## config.mk

```make
export PLATFORM = sky130hd
export DESIGN_NAME = gated_timer_pair_control
export DESIGN_NICKNAME = d
export VERILOG_FILES = /design/src/hw/gated_timer_pkg.sv /design/src/hw/prescale_if.sv /design/src/hw/timer_prescaler.sv /design/src/hw/gated_timer_pair_control.sv
export VERILOG_INCLUDE_DIRS = /design/src /design/src/hw
export SDC_FILE = /design/constraint.sdc
export NUM_CORES = 1
export LEC_CHECK = 0
export BUFFER_PORTS_ARGS = -buffer_cell sky130_fd_sc_hd__buf_4
export CAP_MARGIN = 0
export CORE_MARGIN = 2
export CORE_UTILIZATION = 33
export DETAILED_ROUTE_END_ITERATION = 7
export PLACE_DENSITY = 0.57
export SLEW_MARGIN = 5
export SYNTH_ARGS = -nofsm -noshare
export SYNTH_HDL_FRONTEND = slang
export SYNTH_HIERARCHICAL = 1
export SYNTH_SLANG_ARGS = --single-unit
```

## constraint.sdc

```tcl
create_clock -name pclk -period 6.5 [get_ports pclk]
set_clock_uncertainty 0.05 [all_clocks]
set_input_delay 0.325 -clock pclk [delete_from_list [all_inputs] [get_ports pclk]]
set_output_delay 0.325 -clock pclk [all_outputs]
set_load 0.005 [all_outputs]
```

## src/hw/gated_timer_cfg.svh

```systemverilog
// register map, field positions, reset values and prescale counts
`ifndef GATED_TIMER_CFG_SVH
`define GATED_TIMER_CFG_SVH

// ------------------------------------------------------------
// register byte addresses
// ------------------------------------------------------------
`define TMR_OFS_CONTROL   8'h00
`define TMR_OFS_COUNT     8'h04
`define TMR_OFS_PERIOD    8'h08
`define TMR_OFS_STATUS    8'h0c
`define TMR_OFS_MASK      8'h10

// ------------------------------------------------------------
// control field positions
// ------------------------------------------------------------
`define TMR_BIT_RUN       15
`define TMR_BIT_IDLE      13
`define TMR_BIT_GATE      6
`define TMR_BIT_PSC_HI    5
`define TMR_BIT_PSC_LO    4
`define TMR_BIT_PAIR      3
`define TMR_BIT_SRC       1
`define TMR_CONTROL_MASK  16'ha07a

// ------------------------------------------------------------
// status bits and reset values
// ------------------------------------------------------------
`define TMR_ST_MATCH      0
`define TMR_ST_GATE_FALL  1
`define TMR_CONTROL_RST   16'h0000
`define TMR_COUNT_RST     32'h0000_0000
`define TMR_PERIOD_RST    32'hffff_ffff
`define TMR_STATUS_RST    2'h0
`define TMR_MASK_RST      2'h0

// ------------------------------------------------------------
// prescaler terminal counts (ratio minus one)
// ------------------------------------------------------------
`define TMR_PSC_TERM_1    8'h00
`define TMR_PSC_TERM_8    8'h07
`define TMR_PSC_TERM_64   8'h3f
`define TMR_PSC_TERM_256  8'hff

`endif

```

## src/hw/gated_timer_pkg.sv

```systemverilog
// types shared by the timer modules
package gated_timer_pkg;

    typedef enum logic [1:0] {
        PSC_DIV1   = 2'b00,
        PSC_DIV8   = 2'b01,
        PSC_DIV64  = 2'b10,
        PSC_DIV256 = 2'b11
    } prescale_type;

    typedef logic [1:0] status_type;

endpackage

```

## src/hw/prescale_if.sv

```systemverilog
// carrier between timer control and its prescaler
`timescale 1ns/10ps
interface prescale_if;
    import gated_timer_pkg::*;

    logic         pulse;
    logic         clear;
    prescale_type select;
    logic         tick;

    modport ctrl   (output pulse, output clear, output select, input tick);
    modport scaler (input pulse, input clear, input select, output tick);
endinterface

```

## src/hw/timer_prescaler.sv

```systemverilog
// input prescaler: passes one tick per 1, 8, 64 or 256 input pulses
`timescale 1ns/10ps
`include "gated_timer_cfg.svh"
module timer_prescaler (
    input  wire logic pclk,
    input  wire logic presetn,
    prescale_if.scaler psc
);
    import gated_timer_pkg::*;

    logic [7:0] psc_count;
    logic [7:0] term;

    always_comb begin
        case (psc.select)
            PSC_DIV1:   term = `TMR_PSC_TERM_1;
            PSC_DIV8:   term = `TMR_PSC_TERM_8;
            PSC_DIV64:  term = `TMR_PSC_TERM_64;
            PSC_DIV256: term = `TMR_PSC_TERM_256;
            default:    term = `TMR_PSC_TERM_1;
        endcase
    end

    assign psc.tick = psc.pulse && (psc_count >= term);

    always_ff @(posedge pclk or negedge presetn) begin
        if (!presetn) begin
            psc_count <= 8'h00;
        end else if (psc.clear) begin
            psc_count <= 8'h00;
        end else if (psc.pulse) begin
            psc_count <= psc.tick ? 8'h00 : psc_count + 8'h01;
        end
    end
endmodule

```

## src/hw/gated_timer_pair_control.sv

```systemverilog
// general-purpose timer with pairing, idle halt, prescaler and gated mode
//
// Summary of operation
// - In pairing mode the run bit starts and stops the combined 32-bit counter.
// - Outside pairing mode the run bit starts and stops the standalone 16-bit counter.
// - With idle halt set, all counting stops while the device is idle.
// - With idle halt clear, counting goes on while the device is idle.
// - With the external pin selected as source, the gate enable bit has no effect.
// - With the internal clock and gate enable set, the timer runs in gated accumulation mode.
// - The prescale field divides the selected input by 256, 64, 8 or 1 for codes 11, 10, 01, 00.
// - Setting pairing mode joins this timer and its neighbour into one 32-bit timer.
// - Clearing pairing mode leaves the lower 16 bits counting as a standalone 16-bit timer; the upper 16 bits hold their value.
// - With the source bit set, the timer counts rising edges of the external count pin.
// - With the source bit clear, the timer counts peripheral clocks.
`timescale 1ns/10ps
`include "gated_timer_cfg.svh"
module gated_timer_pair_control (
    input  wire logic        pclk,
    input  wire logic        presetn,
    input  wire logic        psel,
    input  wire logic        penable,
    input  wire logic        pwrite,
    input  wire logic [7:0]  paddr,
    input  wire logic [31:0] pwdata,
    output logic      [31:0] prdata,
    output logic             pready,
    output logic             pslverr,
    input  wire logic        device_idle,
    input  wire logic        ext_count_pin,
    output logic             timer_irq
);
    import gated_timer_pkg::*;

    // ------------------------------------------------------------
    // state
    // ------------------------------------------------------------
    logic [15:0] timer_control;
    logic [31:0] count;
    logic [31:0] next_count;
    logic [31:0] period;
    status_type  status;
    status_type  next_status;
    status_type  mask;
    status_type  next_mask;
    status_type  read_status;
    logic        ext_meta;
    logic        ext_sync;
    logic        ext_prev;

    prescale_if psc_bus ();

    timer_prescaler u_prescaler (
        .pclk    (pclk),
        .presetn (presetn),
        .psc     (psc_bus.scaler)
    );

    // ------------------------------------------------------------
    // control fields
    // ------------------------------------------------------------
    logic timer_run;
    logic idle_halt;
    logic gate_accumulate_enable;
    logic wide_pair_mode;
    logic clock_source_select;
    logic gated_mode;
    logic count_enable;
    logic ext_rise;
    logic gate_fall;
    logic period_match;

    assign timer_run              = timer_control[`TMR_BIT_RUN];
    assign idle_halt              = timer_control[`TMR_BIT_IDLE];
    assign gate_accumulate_enable = timer_control[`TMR_BIT_GATE];
    assign wide_pair_mode         = timer_control[`TMR_BIT_PAIR];
    assign clock_source_select    = timer_control[`TMR_BIT_SRC];

    assign gated_mode   = !clock_source_select && gate_accumulate_enable;
    assign count_enable = timer_run && !(idle_halt && device_idle);
    assign ext_rise     = ext_sync && !ext_prev;
    assign gate_fall    = !ext_sync && ext_prev;

    // ------------------------------------------------------------
    // apb decode
    // ------------------------------------------------------------
    logic setup_phase;
    logic access_done;
    logic wr_done;
    logic rd_done;
    logic addr_valid;
    logic wr_control;
    logic wr_count;
    logic wr_period;
    logic wr_mask;
    logic [31:0] read_mux;

    assign setup_phase = psel && !penable;
    assign access_done = psel && penable && pready;
    assign wr_done     = access_done && pwrite;
    assign rd_done     = access_done && !pwrite;
    assign addr_valid  = (paddr == `TMR_OFS_CONTROL) || (paddr == `TMR_OFS_COUNT) ||
                         (paddr == `TMR_OFS_PERIOD) || (paddr == `TMR_OFS_STATUS) ||
                         (paddr == `TMR_OFS_MASK);
    assign wr_control  = wr_done && (paddr == `TMR_OFS_CONTROL);
    assign wr_count    = wr_done && (paddr == `TMR_OFS_COUNT);
    assign wr_period   = wr_done && (paddr == `TMR_OFS_PERIOD);
    assign wr_mask     = wr_done && (paddr == `TMR_OFS_MASK);

    always_comb begin
        case (paddr)
            `TMR_OFS_CONTROL: read_mux = {16'h0000, timer_control};
            `TMR_OFS_COUNT:   read_mux = count;
            `TMR_OFS_PERIOD:  read_mux = period;
            `TMR_OFS_STATUS:  read_mux = {30'h0000_0000, status};
            `TMR_OFS_MASK:    read_mux = {30'h0000_0000, mask};
            default:          read_mux = 32'h0000_0000;
        endcase
    end

    // answer in the first access cycle, data captured at setup
    always_ff @(posedge pclk or negedge presetn) begin
        if (!presetn) begin
            pready      <= 1'b0;
            pslverr     <= 1'b0;
            prdata      <= 32'h0000_0000;
            read_status <= `TMR_STATUS_RST;
        end else begin
            pready      <= setup_phase;
            pslverr     <= setup_phase && !addr_valid;
            read_status <= `TMR_STATUS_RST;
            if (setup_phase) begin
                prdata <= pwrite ? 32'h0000_0000 : read_mux;
                if (!pwrite && (paddr == `TMR_OFS_STATUS)) begin
                    read_status <= status;
                end
            end
        end
    end

    // ------------------------------------------------------------
    // software registers
    // ------------------------------------------------------------
    always_ff @(posedge pclk or negedge presetn) begin
        if (!presetn) begin
            timer_control <= `TMR_CONTROL_RST;
        end else if (wr_control) begin
            timer_control <= pwdata[15:0] & `TMR_CONTROL_MASK;
        end
    end

    always_ff @(posedge pclk or negedge presetn) begin
        if (!presetn) begin
            period <= `TMR_PERIOD_RST;
        end else if (wr_period) begin
            period <= pwdata;
        end
    end

    // interrupt output must see a mask write in the same edge
    assign next_mask = wr_mask ? pwdata[1:0] : mask;

    always_ff @(posedge pclk or negedge presetn) begin
        if (!presetn) begin
            mask <= `TMR_MASK_RST;
        end else if (wr_mask) begin
            mask <= pwdata[1:0];
        end
    end

    // ------------------------------------------------------------
    // pin synchroniser
    // ------------------------------------------------------------
    always_ff @(posedge pclk or negedge presetn) begin
        if (!presetn) begin
            ext_meta <= 1'b0;
            ext_sync <= 1'b0;
            ext_prev <= 1'b0;
        end else begin
            ext_meta <= ext_count_pin;
            ext_sync <= ext_meta;
            ext_prev <= ext_sync;
        end
    end

    // ------------------------------------------------------------
    // prescaler feed
    // ------------------------------------------------------------
    always_comb begin
        psc_bus.clear  = !timer_run;
        psc_bus.select = prescale_type'(timer_control[`TMR_BIT_PSC_HI:`TMR_BIT_PSC_LO]);
        if (!count_enable) begin
            psc_bus.pulse = 1'b0;
        end else if (clock_source_select) begin
            psc_bus.pulse = ext_rise;
        end else if (gated_mode) begin
            psc_bus.pulse = ext_sync;
        end else begin
            psc_bus.pulse = 1'b1;
        end
    end

    // ------------------------------------------------------------
    // counter
    // ------------------------------------------------------------
    always_comb begin
        next_count   = count;
        period_match = 1'b0;
        if (wr_count) begin
            next_count = pwdata;
        end else if (psc_bus.tick) begin
            if (wide_pair_mode) begin
                if (count == period) begin
                    next_count   = 32'h0000_0000;
                    period_match = 1'b1;
                end else begin
                    next_count = count + 32'h0000_0001;
                end
            end else if (count[15:0] == period[15:0]) begin
                next_count   = {count[31:16], 16'h0000};
                period_match = 1'b1;
            end else begin
                next_count = {count[31:16], count[15:0] + 16'h0001};
            end
        end
    end

    always_ff @(posedge pclk or negedge presetn) begin
        if (!presetn) begin
            count <= `TMR_COUNT_RST;
        end else begin
            count <= next_count;
        end
    end

    // ------------------------------------------------------------
    // status and interrupt
    // ------------------------------------------------------------
    always_comb begin
        next_status = status;
        if (rd_done) begin
            next_status = status & ~read_status;
        end
        if (period_match) begin
            next_status[`TMR_ST_MATCH] = 1'b1;
        end
        if (gated_mode && count_enable && gate_fall) begin
            next_status[`TMR_ST_GATE_FALL] = 1'b1;
        end
    end

    always_ff @(posedge pclk or negedge presetn) begin
        if (!presetn) begin
            status    <= `TMR_STATUS_RST;
            timer_irq <= 1'b0;
        end else begin
            status    <= next_status;
            timer_irq <= |(next_status & next_mask);
        end
    end
endmodule

```

* Word-level counts from Yosys, hierarchy flattened
Index checks and enable logic that the tools add are counted.
** Storage, ports and cells
- Bits in writable memories :: 0
- Memories kept :: 0
- Logic and storage cells :: 93
- Bits in latches :: 0
- Flip-flop bits (word level) :: 123
- Input port bits :: 47
- Output and inout port bits :: 35
- ROM bits :: 0
** Operators by class
- $lt $le $gt $ge :: 1
- Equal/unequal tests :: 10
- Multiplexer cells :: 25
- Bitwise logic cells :: 3
- Add/subtract/negate cells :: 3
- Shifts and indexed selects :: 0
- Divide/modulo/power cells :: 0
- Multipliers :: 0
- Reductions and logical operators :: 36
** Operators with widths (number)
- 32-bit 2-to-1 mux :: 5
- 32-bit one-hot mux with 5 select lines :: 1
- 32-bit by 1-bit adder with 32-bit output, second input constant :: 1
- 32-bit == test :: 1
- 8-bit one-hot mux with 4 select lines :: 1
- 8-bit 2-to-1 mux :: 3
- 1-bit logical AND :: 19
- 16-bit by 1-bit adder with 16-bit output, second input constant :: 1
- 16-bit == test :: 1
- 8-bit by 4-bit == test with 1-bit output, second input constant :: 2
- 16-bit 2-to-1 mux :: 1
- 1-bit 2-to-1 mux :: 10
- 8-bit by 1-bit adder with 8-bit output, second input constant :: 1
- 8-bit by 3-bit == test with 1-bit output, second input constant :: 1
- 8-bit by 5-bit == test with 1-bit output, second input constant :: 1
- 8-bit greater-or-equal comparator :: 1
- 8-bit logical NOT :: 1
- 2-bit 2-to-1 mux :: 4
- 1-bit logical NOT :: 7
- 2-bit AND :: 2
- 2-bit == test, second input constant :: 2
- 1-bit logical OR :: 4
- 2-bit nonzero test :: 2
- 2-bit by 1-bit == test with 1-bit output, second input constant :: 1
- 5 further kinds :: 5

* Logic depth before layout (Yosys ltp)
Gate-level depths: netlist of run 1.
- Depth after elaboration :: 11
- Mapped depth :: 13
- Depth with buffers taken out :: 11

* Hierarchy
Netlist of run 1, hierarchy kept.
** By module, submodules not included
- gated_timer_pair_control :: area each 6028.3 sq um, cells each 614, sequential area each 2917.8 sq um, times used 1
- timer_prescaler :: area each 686.9 sq um, cells each 80, sequential area each 200.2 sq um, times used 1

* Worst setup path before layout of run 1
No wires, ideal clock.
- Path type :: flip-flop to flip-flop
- From :: reg timer_control[5]
- To :: reg count[2]
- Data required time :: 6.301 ns
- Stages on the path, launching flop included :: 13
- Path buffers :: 3
- Period minus slack after synthesis :: 2.592 ns
- Library setup time :: 0.149 ns
- Arrival :: 2.393 ns
- Path slack :: 3.908 ns
- Path through :: dfrtp_1 nand2_1 ha_1 nand2_1 nor2_1 a211oi_4 buf_4 a21oi_1 clkbuf_1 o211ai_1 clkbuf_1 o2111ai_1 o311ai_0
** Between the ends
- Word-level cells in the longest chain between the ends :: 5
- Elaborated cells on any way between the ends :: 8
- Those cells by class :: order compare (1); eq/ne (3); mux (1); reduce/logical (3)
** Ends and longest elaborated chain
- from (decl) :: RTL line gated_timer_pair_control.sv:37 : logic [15:0] timer_control;
- from (signal assigned) :: RTL line gated_timer_pair_control.sv:145 : timer_control <= `TMR_CONTROL_RST;
- from (signal assigned) :: RTL line gated_timer_pair_control.sv:147 : timer_control <= pwdata[15:0] & `TMR_CONTROL_MASK;
- 2-bit == test (tied with other cells) :: RTL line timer_prescaler.sv:15 : case (psc.select)
- 8-bit one-hot mux with 4 select lines * :: RTL line timer_prescaler.sv:15
- 8-bit greater-or-equal comparator * :: RTL line timer_prescaler.sv:24 : assign psc.tick = psc.pulse && (psc_count >= term);
- 1-bit logical AND * :: RTL line timer_prescaler.sv:24
- net psc_bus.tick :: RTL line prescale_if.sv:9 : logic tick;
- 2-bit nonzero test (no source line) *
- to (signal assigned) :: RTL line gated_timer_pair_control.sv:229 : count <= `TMR_COUNT_RST;
- to (signal assigned) :: RTL line gated_timer_pair_control.sv:231 : count <= next_count;
- to (decl) :: RTL line gated_timer_pair_control.sv:38 : logic [31:0] count;
The timed path passes the listed nets; every way through them passes the cells marked *.
A chain may end at the register's enable or synchronous reset.

* Worst setup path in the final report of run 1
- From :: reg timer_control[5]
- To :: reg count[20]
** Between the ends
- Word-level cells in the longest chain between the ends :: 6
- Elaborated cells on any way between the ends :: 9
- Those cells by class :: order compare (1); eq/ne (3); mux (1); reduce/logical (4)
** Ends and longest elaborated chain (RTL line)
- 2-bit == test (tied with other cells) :: timer_prescaler.sv:15
- 8-bit one-hot mux with 4 select lines * :: timer_prescaler.sv:15
- 8-bit greater-or-equal comparator * :: timer_prescaler.sv:24
- 1-bit logical AND * :: timer_prescaler.sv:24
- net psc_bus.tick :: prescale_if.sv:9
- 2-bit nonzero test (no source line) *
- 2-bit AND reduction (no source line) *
Marks and branches as above.

==> results of run 1 <==
==> critical path, delay by kind of cell (launching register included) <==
kind            cells  cell delay, ps
buf+inv             1             230
fa+ha+maj           1             350
flops               1             460
compound gates      3             680
simple gates        5            1500
==> power by group through the flow <==
stage / Combinational (W) / Clock (W) / Sequential [W]
3_5_place_dp: 0.0000765 / 0 / 0.000790
4_1_cts: 0.0000777 / 0.000876 / 0.000778
3_3_place_gp: 0.0000759 / 0 / 0.000790
6_report: 0.0000747 / 0.000857 / 0.000778
5_1_grt: 0.0000838 / 0.000906 / 0.000778
2_1_floorplan: 0.0000225 / 0 / 0.000789
==> synth_stat cells (all sizes together), types with 2 or more instances <==
library cell and instances:
a2bb2oi 4, a32oi 3, dfstp 32, a32o 2, and2 2, nor4 7
or2 2, a21oi 37, nor2b 5, o22a 2, and3 16, dfrtp 91
o21ai 41, a21o 4, nand4 30, mux2i 2, and4 5, a31oi 5
nand2b 8, o21a 2, nor2 42, o22ai 5, buf 9, nand4b 2
nor3b 2, a22o 3, mux2 44, inv 12, nor4b 2, nand2 83
nand3b 2, o211ai 5, o31ai 2, xnor2 35, clkbuf 43, or4 2
o2111ai 6, a22oi 29, nor3 8, ha 8, nand3 30, o311ai 10
==> state kept, by name, indices dropped and copies added (netlist names), 2 cells and up <==
signal / count
timer_control: 7
count: 32
u_prescaler/psc_count: 8
prdata: 32
period: 32
status: 2
read_status: 2
mask: 2
==> cell families after synthesis <==
logic type	share of synthesized area [%]
xor gates and xnor gates	4.56
adders and majority gates	1.49
buffers and inverters	4.02
and+or+nand+nor	19.3
muxes	7.68
AOI/OAI and AO/OA	16.5
DFF	46.4
==> layout make-up <==
type	count	area (µm²)	share of cell area, %
Tap cell	270	338	4.20
Multi-Input combinational cell	507	3340	41.5
Sequential cell	123	3120	38.7
Clock buffer	22	444	5.52
Timing Repair Buffer	91	688	8.55
Clock inverter	9	75.1	0.933
Inverter	12	45.0	0.560
==> per-layer routing <==
metal	routed length [µm]	share of wire (%)	global-route usage (%)	vias up
met5	0	0	0	-
met4	273	1.5	5.78	0
met3	890	4.8	3.47	25
met2	8230	44	26.8	140
met1	9200	49	26.0	2720
li1	-	-	-	2656
==> timing repair <==
item | in CTS | in global routing
resized for setup | 0 | 0
hold endpoints to repair | 51 | 0
hold buffers | 2 | 0
==> worst max path at each step <==
stage | start | to | slack [ps]
after detailed placement | timer_control[5] | count[20] | 3150
after global routing | timer_control[5] | count[20] | 2860
after floorplan | timer_control[5] | count[2] | 3910
after global placement | timer_control[5] | count[30] | 3270
final | timer_control[5] | count[20] | 3150
after CTS | timer_control[5] | count[20] | 3130
==> stage by stage <==
stage / total power [W] / hold WS [ps] / std cells / instance area (µm²)
finish: 0.00171 / 54.9 / 1034 / 8050
floorplan: 0.000811 / -20.6 / 694 / 6720
detailed placement: 0.000867 / 286 / 1001 / 7510
global route: 0.00177 / 61.8 / 1034 / 8050
CTS: 0.00173 / 44.3 / 1034 / 8050
global placement: 0.000866 / 289 / 1001 / 7510
==> tab_implementation.tex, run 1 <==
\begin{tabular}{lr}
\hline
Metric & Value \\
\hline
\multicolumn{2}{l}{\textbf{Status}} \\
\quad Outcome & finished clean \\
\multicolumn{2}{l}{\textbf{Worst setup path}} \\
\quad Flop-to-flop setup slack & 3150 ps \\
\quad Crit end category & register \\
\quad Required arrival time at the worst endpoint & 6800 ps \\
\quad Startpoint class of the critical path & register \\
\quad CP max stage delay & 670 ps \\
\quad Critical register-to-register path endpoint & count[20] \\
\quad Arrival time of data at the critical path endpoint & 3640 ps \\
\quad Worst flop-to-flop path startpoint & timer\_control[5] \\
\quad Chain of cells forming the critical path & nand2\_1 -> ha\_1 -> nand2\_1 -> nor2\_1 -> o211ai\_2 -> a21oi\_1 -> buf\_4 -> nand2\_1 -> or4\_1 -> a31oi\_1 \\
\quad Critical Path Slowest Stage Cell & or4\_1 \\
\quad Worst reg-to-reg path cell count & 10 \\
\quad CP most frequent cell & nand2\_1 \\
\quad Crit Path Max Fanout & 23 \\
\quad Crit Path Class & register to register \\
\multicolumn{2}{l}{\textbf{Final layout}} \\
\quad Share of cells above drive strength 1 & 23.0\% \\
\quad Utilization of the core after routing & 40.0\% \\
\quad Number of nets in the layout & 807 \\
\quad Commonest cells after routing, fill and taps aside & dfrtp\_1 (91), buf\_4 (89), nand2\_1 (82) \\
\quad Most common cell after layout, fill and taps aside & dfrtp\_1 \\
\quad Antenna diode instance count & 0 \\
\quad Synth-to-Final Area Change & 19.8\% \\
\quad Number of inserted filler cells in the final layout & 2005 \\
\multicolumn{2}{l}{\textbf{STA}} \\
\quad Least-Margin Pin Slew & 1220 ps \\
\quad Period utilization & 51.5\% \\
\quad Minimum clock period & 3350 ps \\
\quad Worst-case headroom to the max-slew limit & 18.4\% \\
\quad Max Fclk & 299 MHz \\
\quad Number of hold violations in the final report & 0 \\
\quad PnR worst setup slack & 3150 ps \\
\quad Final number of max-transition violations & 0 \\
\quad Setup repair after global routing missed its margin & false \\
\quad Total of endpoints with negative setup slack in the final report & 0 \\
\quad Total negative slack & 0 ps \\
\multicolumn{2}{l}{\textbf{Drt}} \\
\quad First-pass detailed-route iteration total & 6 \\
\quad Total via count in the routed design & 5541 \\
\quad Violation count after the first detailed-route iteration & 538 \\
\quad Post-detailed-route count of antenna-violating nets & 0 \\
\quad Average routed wire per standard cell & 18.0 µm \\
\quad Number of design rule violations left after detail routing & 0 \\
\quad Overall routed net length & 18600 µm \\
\quad Routed via count divided by cell count & 5.36 \\
\multicolumn{2}{l}{\textbf{Worst hold path}} \\
\quad Worst Hold Launch & pwdata[14] \\
\quad Hold/Removal Path Class & input pin to register \\
\quad Number of cells traversed by the worst hold path & 3 \\
\quad End of the worst hold path & count[14] \\
\multicolumn{2}{l}{\textbf{Power}} \\
\quad Cell internal power dissipation & 0.00132 W \\
\quad Static leakage & 3.34 nW \\
\quad Clock share of power & 50.1\% \\
\quad Max VDD drop & 191 µV \\
\quad Switching Power & 0.000391 W \\
\quad PD cells & 212 nW/µm² \\
\quad Comb pwr share & 4.4\% \\
\quad Flop pwr share & 45.5\% \\
\quad Net switching fraction of the power & 22.8\% \\
\multicolumn{2}{l}{\textbf{Synthesis}} \\
\quad Leading post-synthesis cells by cell area & dfrtp\_1 (34\%), dfstp\_2 (13\%), mux2\_1 (5.0\%), nand2\_1 (4.6\%), xnor2\_1 (4.6\%) \\
\quad Yosys warning count & 6 \\
\quad Net count after synthesis & 749 \\
\quad Register bit total from synthesis & 123 \\
\quad Cell taking the most area after synthesis & dfrtp\_1 \\
\quad Synthesized netlist cell count & 694 \\
\quad FFs w/ async S/R, synth & 100\% \\
\quad Top cell type's share of synthesized area & 33.9\% \\
\quad Ys flop type & dfrtp\_1 \\
\quad EDFF count, synth & 0 \\
\quad Mean Syn Cell Area & 9.68 µm² \\
\quad Synth cell types & 66 \\
\quad Post-synthesis cell area & 6720 µm² \\
\quad Part of the Yosys area used for sequential elements & 46.4\% \\
\multicolumn{2}{l}{\textbf{Clocking}} \\
\quad Cell at the root of the clock tree & clkbuf\_16 \\
\quad CTS tree & yes \\
\quad Clock sinks & 123 \\
\quad Maximum level of the CTS H-tree & 4 \\
\quad Clock transition time at the flip-flop clock pins of the worst setup and hold paths & 60 ps \\
\quad CTS Buffer Depth & 2 \\
\quad Clock insertion delay at the later pin of the skew report & 420 ps \\
\quad Number of buffers added by the clock tree synthesis step & 17 \\
\quad Number of buffers added for setup after CTS & 0 \\
\multicolumn{2}{l}{\textbf{Place}} \\
\quad Total half-perimeter wirelength after legalization and detailed placement & 12700 µm \\
\quad Port bufs & 81 \\
\quad Weighted congestion at the end of routability-driven global placement & 0.863 \\
\quad Minimum setup slack after placement & 3150 ps \\
\multicolumn{2}{l}{\textbf{Floorplan}} \\
\quad Core region area & 20100 µm² \\
\quad Number of cell rows & 52 \\
\quad DIE WIDTH & 147 µm \\
\quad Die footprint & 21500 µm² \\
\quad Starting Density & 33.4\% \\
\quad Number of primary I/O pins & 82 \\
\quad Die height & 147 µm \\
\multicolumn{2}{l}{\textbf{Global routing}} \\
\quad Tot GR Track Use & 17.9\% \\
\quad Antenna violations before repair & 0 \\
\quad Wire length of the first global-routing pass & 30300 µm \\
\quad Number of global-route vias before repair & 5433 \\
\quad Pin count of the biggest net entering global routing & 64 \\
\quad Leftover overflow at the end of global routing & 0 \\
\multicolumn{2}{l}{\textbf{Flow run}} \\
\quad Max cap viols & 0 \\
\hline
\end{tabular}
Power figures use the tool's default switching activity.
==> run 2: changes to the inputs <==
clock period = 3.5 ns   (was 6.5 ns; I/O delays follow)
==> run 2 against run 1 <==
  * Register-to-register slack got worse by 2700 ps
  * Routed wire length is 3.2% higher
  * Critical path depth rose by 2
  * Non-clock buffer count increased by 40
  * Power is 110% higher
  * Sequential share of layout area down 2.4 points
  * Cell count rose by 4.0%
  * Largest power group unchanged
==> tab_implementation.tex, run 2 (synthesized netlist as in run 1, its figures left out) <==
\begin{tabular}{lr}
\hline
Metric & Value \\
\hline
\multicolumn{2}{l}{\textbf{Status}} \\
\quad Outcome & finished clean \\
\multicolumn{2}{l}{\textbf{STA}} \\
\quad Total of endpoints with negative setup slack in the final report & 0 (unchanged) \\
\quad PnR worst setup slack & 445 ps (-2710 ps) \\
\quad Setup repair after global routing missed its margin & false \\
\quad Total negative slack & 0 ps (unchanged) \\
\quad Period utilization & 87.3\% (+36 points) \\
\quad Minimum clock period & 3060 ps (-291 ps) \\
\quad Final number of max-transition violations & 0 (unchanged) \\
\quad Least-Margin Pin Slew & 895 ps (-323 ps) \\
\quad Max Fclk & 327 MHz (+9.5\%) \\
\quad Number of hold violations in the final report & 0 (unchanged) \\
\quad Worst-case headroom to the max-slew limit & 40.1\% (+22 points) \\
\multicolumn{2}{l}{\textbf{Floorplan}} \\
\quad Die height & 147 µm (unchanged) \\
\quad DIE WIDTH & 147 µm (unchanged) \\
\quad Core region area & 20100 µm² (unchanged) \\
\quad Number of primary I/O pins & 82 (unchanged) \\
\quad Starting Density & 33.4\% (unchanged) \\
\quad Die footprint & 21500 µm² (unchanged) \\
\quad Number of cell rows & 52 (unchanged) \\
\multicolumn{2}{l}{\textbf{Drt}} \\
\quad Overall routed net length & 19200 µm (+3.2\%) \\
\quad Violation count after the first detailed-route iteration & 498 (-7.4\%) \\
\quad Routed via count divided by cell count & 5.40 (+0.73\%) \\
\quad Total via count in the routed design & 5803 (+4.7\%) \\
\quad Average routed wire per standard cell & 17.8 µm (-0.75\%) \\
\quad First-pass detailed-route iteration total & 6 (unchanged) \\
\quad Post-detailed-route count of antenna-violating nets & 0 (unchanged) \\
\quad Number of design rule violations left after detail routing & 0 (unchanged) \\
\multicolumn{2}{l}{\textbf{Clocking}} \\
\quad CTS tree & yes \\
\quad Clock sinks & 123 (unchanged) \\
\quad Cell at the root of the clock tree & clkbuf\_16 \\
\quad Number of buffers added by the clock tree synthesis step & 17 (unchanged) \\
\quad Maximum level of the CTS H-tree & 4 (unchanged) \\
\quad Clock transition time at the flip-flop clock pins of the worst setup and hold paths & 60 ps (about the same) \\
\quad CTS Buffer Depth & 2 (unchanged) \\
\quad Clock insertion delay at the later pin of the skew report & 430 ps (about the same) \\
\multicolumn{2}{l}{\textbf{Place}} \\
\quad Weighted congestion at the end of routability-driven global placement & 0.887 (+2.7\%) \\
\quad Minimum setup slack after placement & 470 ps (-2680 ps) \\
\quad Total half-perimeter wirelength after legalization and detailed placement & 13400 µm (+5.5\%) \\
\quad Port bufs & 81 (unchanged) \\
\multicolumn{2}{l}{\textbf{Power}} \\
\quad Static leakage & 3.58 nW (+7.1\%) \\
\quad PD cells & 420 nW/µm² (+98\%) \\
\quad Max VDD drop & 316 µV (+66\%) \\
\multicolumn{2}{l}{\textbf{Final layout}} \\
\quad Regs by FF count & count: 32 flops, period: 32 flops, prdata: 32 flops \\
\quad Synth-to-Final Area Change & 27.8\% \\
\quad Most common cell after layout, fill and taps aside & buf\_4 \\
\quad Share of cells above drive strength 1 & 23.2\% (+0.19 points) \\
\quad Number of inserted filler cells in the final layout & 1967 (-1.9\%) \\
\quad Commonest cells after routing, fill and taps aside & buf\_4 (95), dfrtp\_1 (91), nand2\_1 (82) \\
\quad Number of nets in the layout & 847 (+5.0\%) \\
\quad Antenna diode instance count & 0 (unchanged) \\
\multicolumn{2}{l}{\textbf{Worst setup path}} \\
\quad Crit end category & register \\
\quad Critical Path Slowest Stage Cell & nor3\_1 \\
\quad Crit Path Class & register to register \\
\quad Required arrival time at the worst endpoint & 3730 ps (-3070 ps) \\
\quad Startpoint class of the critical path & register \\
\quad Arrival time of data at the critical path endpoint & 3280 ps (-360 ps) \\
\quad Top Family by Delay on Critical Path & simple AND/OR/NAND/NOR gates \\
\quad Chain of cells forming the critical path & nand2\_1 -> ha\_1 -> nand2\_1 -> nor2\_1 -> o211ai\_2 -> a21oi\_1 -> buf\_4 -> inv\_1 -> nor3\_1 -> nand3\_1 -> nand4\_1 -> o311ai\_0 \\
\quad CP most frequent cell & nand2\_1 \\
\quad Critical path buffers and inverters & 2 (+1) \\
\quad CP max stage delay & 470 ps (-200 ps) \\
\quad Crit Path Max Fanout & 12 (-48\%) \\
\multicolumn{2}{l}{\textbf{Global routing}} \\
\quad Pin count of the biggest net entering global routing & 69 (+7.8\%) \\
\quad Wire length of the first global-routing pass & 31200 µm (+3.0\%) \\
\quad Leftover overflow at the end of global routing & 0 (unchanged) \\
\quad Number of global-route vias before repair & 5626 (+3.6\%) \\
\quad Tot GR Track Use & 18.4\% (+0.57 points) \\
\quad Antenna violations before repair & 0 (unchanged) \\
\multicolumn{2}{l}{\textbf{Flow run}} \\
\quad Max cap viols & 0 (unchanged) \\
\multicolumn{2}{l}{\textbf{Worst hold path}} \\
\quad Hold/Removal Path Class & input pin to register \\
\hline
\end{tabular}
run 2: path summary, 6_finish.rpt:
path	from	end	slack, ps	cells after the start
min in group asynchronous	presetn	prdata[8]	310	2
hold / removal	paddr[1]	pslverr	20	3
setup reg to reg	timer_control[5]	count[15]	440	12
max in group asynchronous	presetn	period[29]	2230	3
hold reg to reg	ext_meta	ext_sync	310	0
setup / recovery	timer_control[5]	count[15]	440	12
run 2: timing repair:
item,in CTS,in global routing
hold buffers,35,0
endpoints found under the setup margin,0,0
endpoints found under the hold margin,105,0
buffers inserted,0,0
gates resized for setup,0,0
run 2: layout make-up:
type | instances | area [µm²] | share of cell area (%)
clock buffer | 19 | 433 | 5.05
sequential | 123 | 3120 | 36.3
clock inverter | 13 | 224 | 2.61
inverter | 12 | 45.0 | 0.525
tap | 270 | 338 | 3.94
multi-input combinational | 507 | 3340 | 38.9
timing repair buffer | 131 | 1080 | 12.6
run 2: worst reg2reg max path: stages (launching register included):
cell      delay (ps)
dfrtp_1          420
nand2_1          120
ha_1             350
nand2_1           90
nor2_1           140
o211ai_2         250
a21oi_1          260
buf_4            220
inv_1            160
nor3_1           470
nand3_1          130
nand4_1          100
o311ai_0         140
run 2: metal layers:
metal | part of all wire (%) | global-route usage (%) | wire length, µm
met1 | 48 | 27.2 | 9240
met3 | 4.6 | 3.25 | 887
met2 | 45 | 27.1 | 8690
met4 | 1.9 | 6.60 | 362
met5 | 0 | 0 | 0
run 2: metrics by stage:
step / power [W] / instance area, µm² / util, % / hold slack, ps / instances
5_1_grt: 0.00373 / 8580 / 42.7 / 47.1 / 1075
3_5_place_dp: 0.00161 / 7570 / 37.7 / 243 / 1008
2_1_floorplan: 0.00151 / 6720 / - / -171 / 694
6_report: 0.00360 / 8580 / 42.7 / 24.3 / 1075
4_1_cts: 0.00364 / 8580 / 42.7 / 4.56 / 1075
3_3_place_gp: 0.00161 / 7570 / 37.7 / 236 / 1008
run 2: where the power goes:
group          leakage, nW  internal [W]  switching, W
registers             1.56       0.00143    0.00000995
clock network        0.317       0.00133      0.000658
logic                 1.71     0.0000793     0.0000918
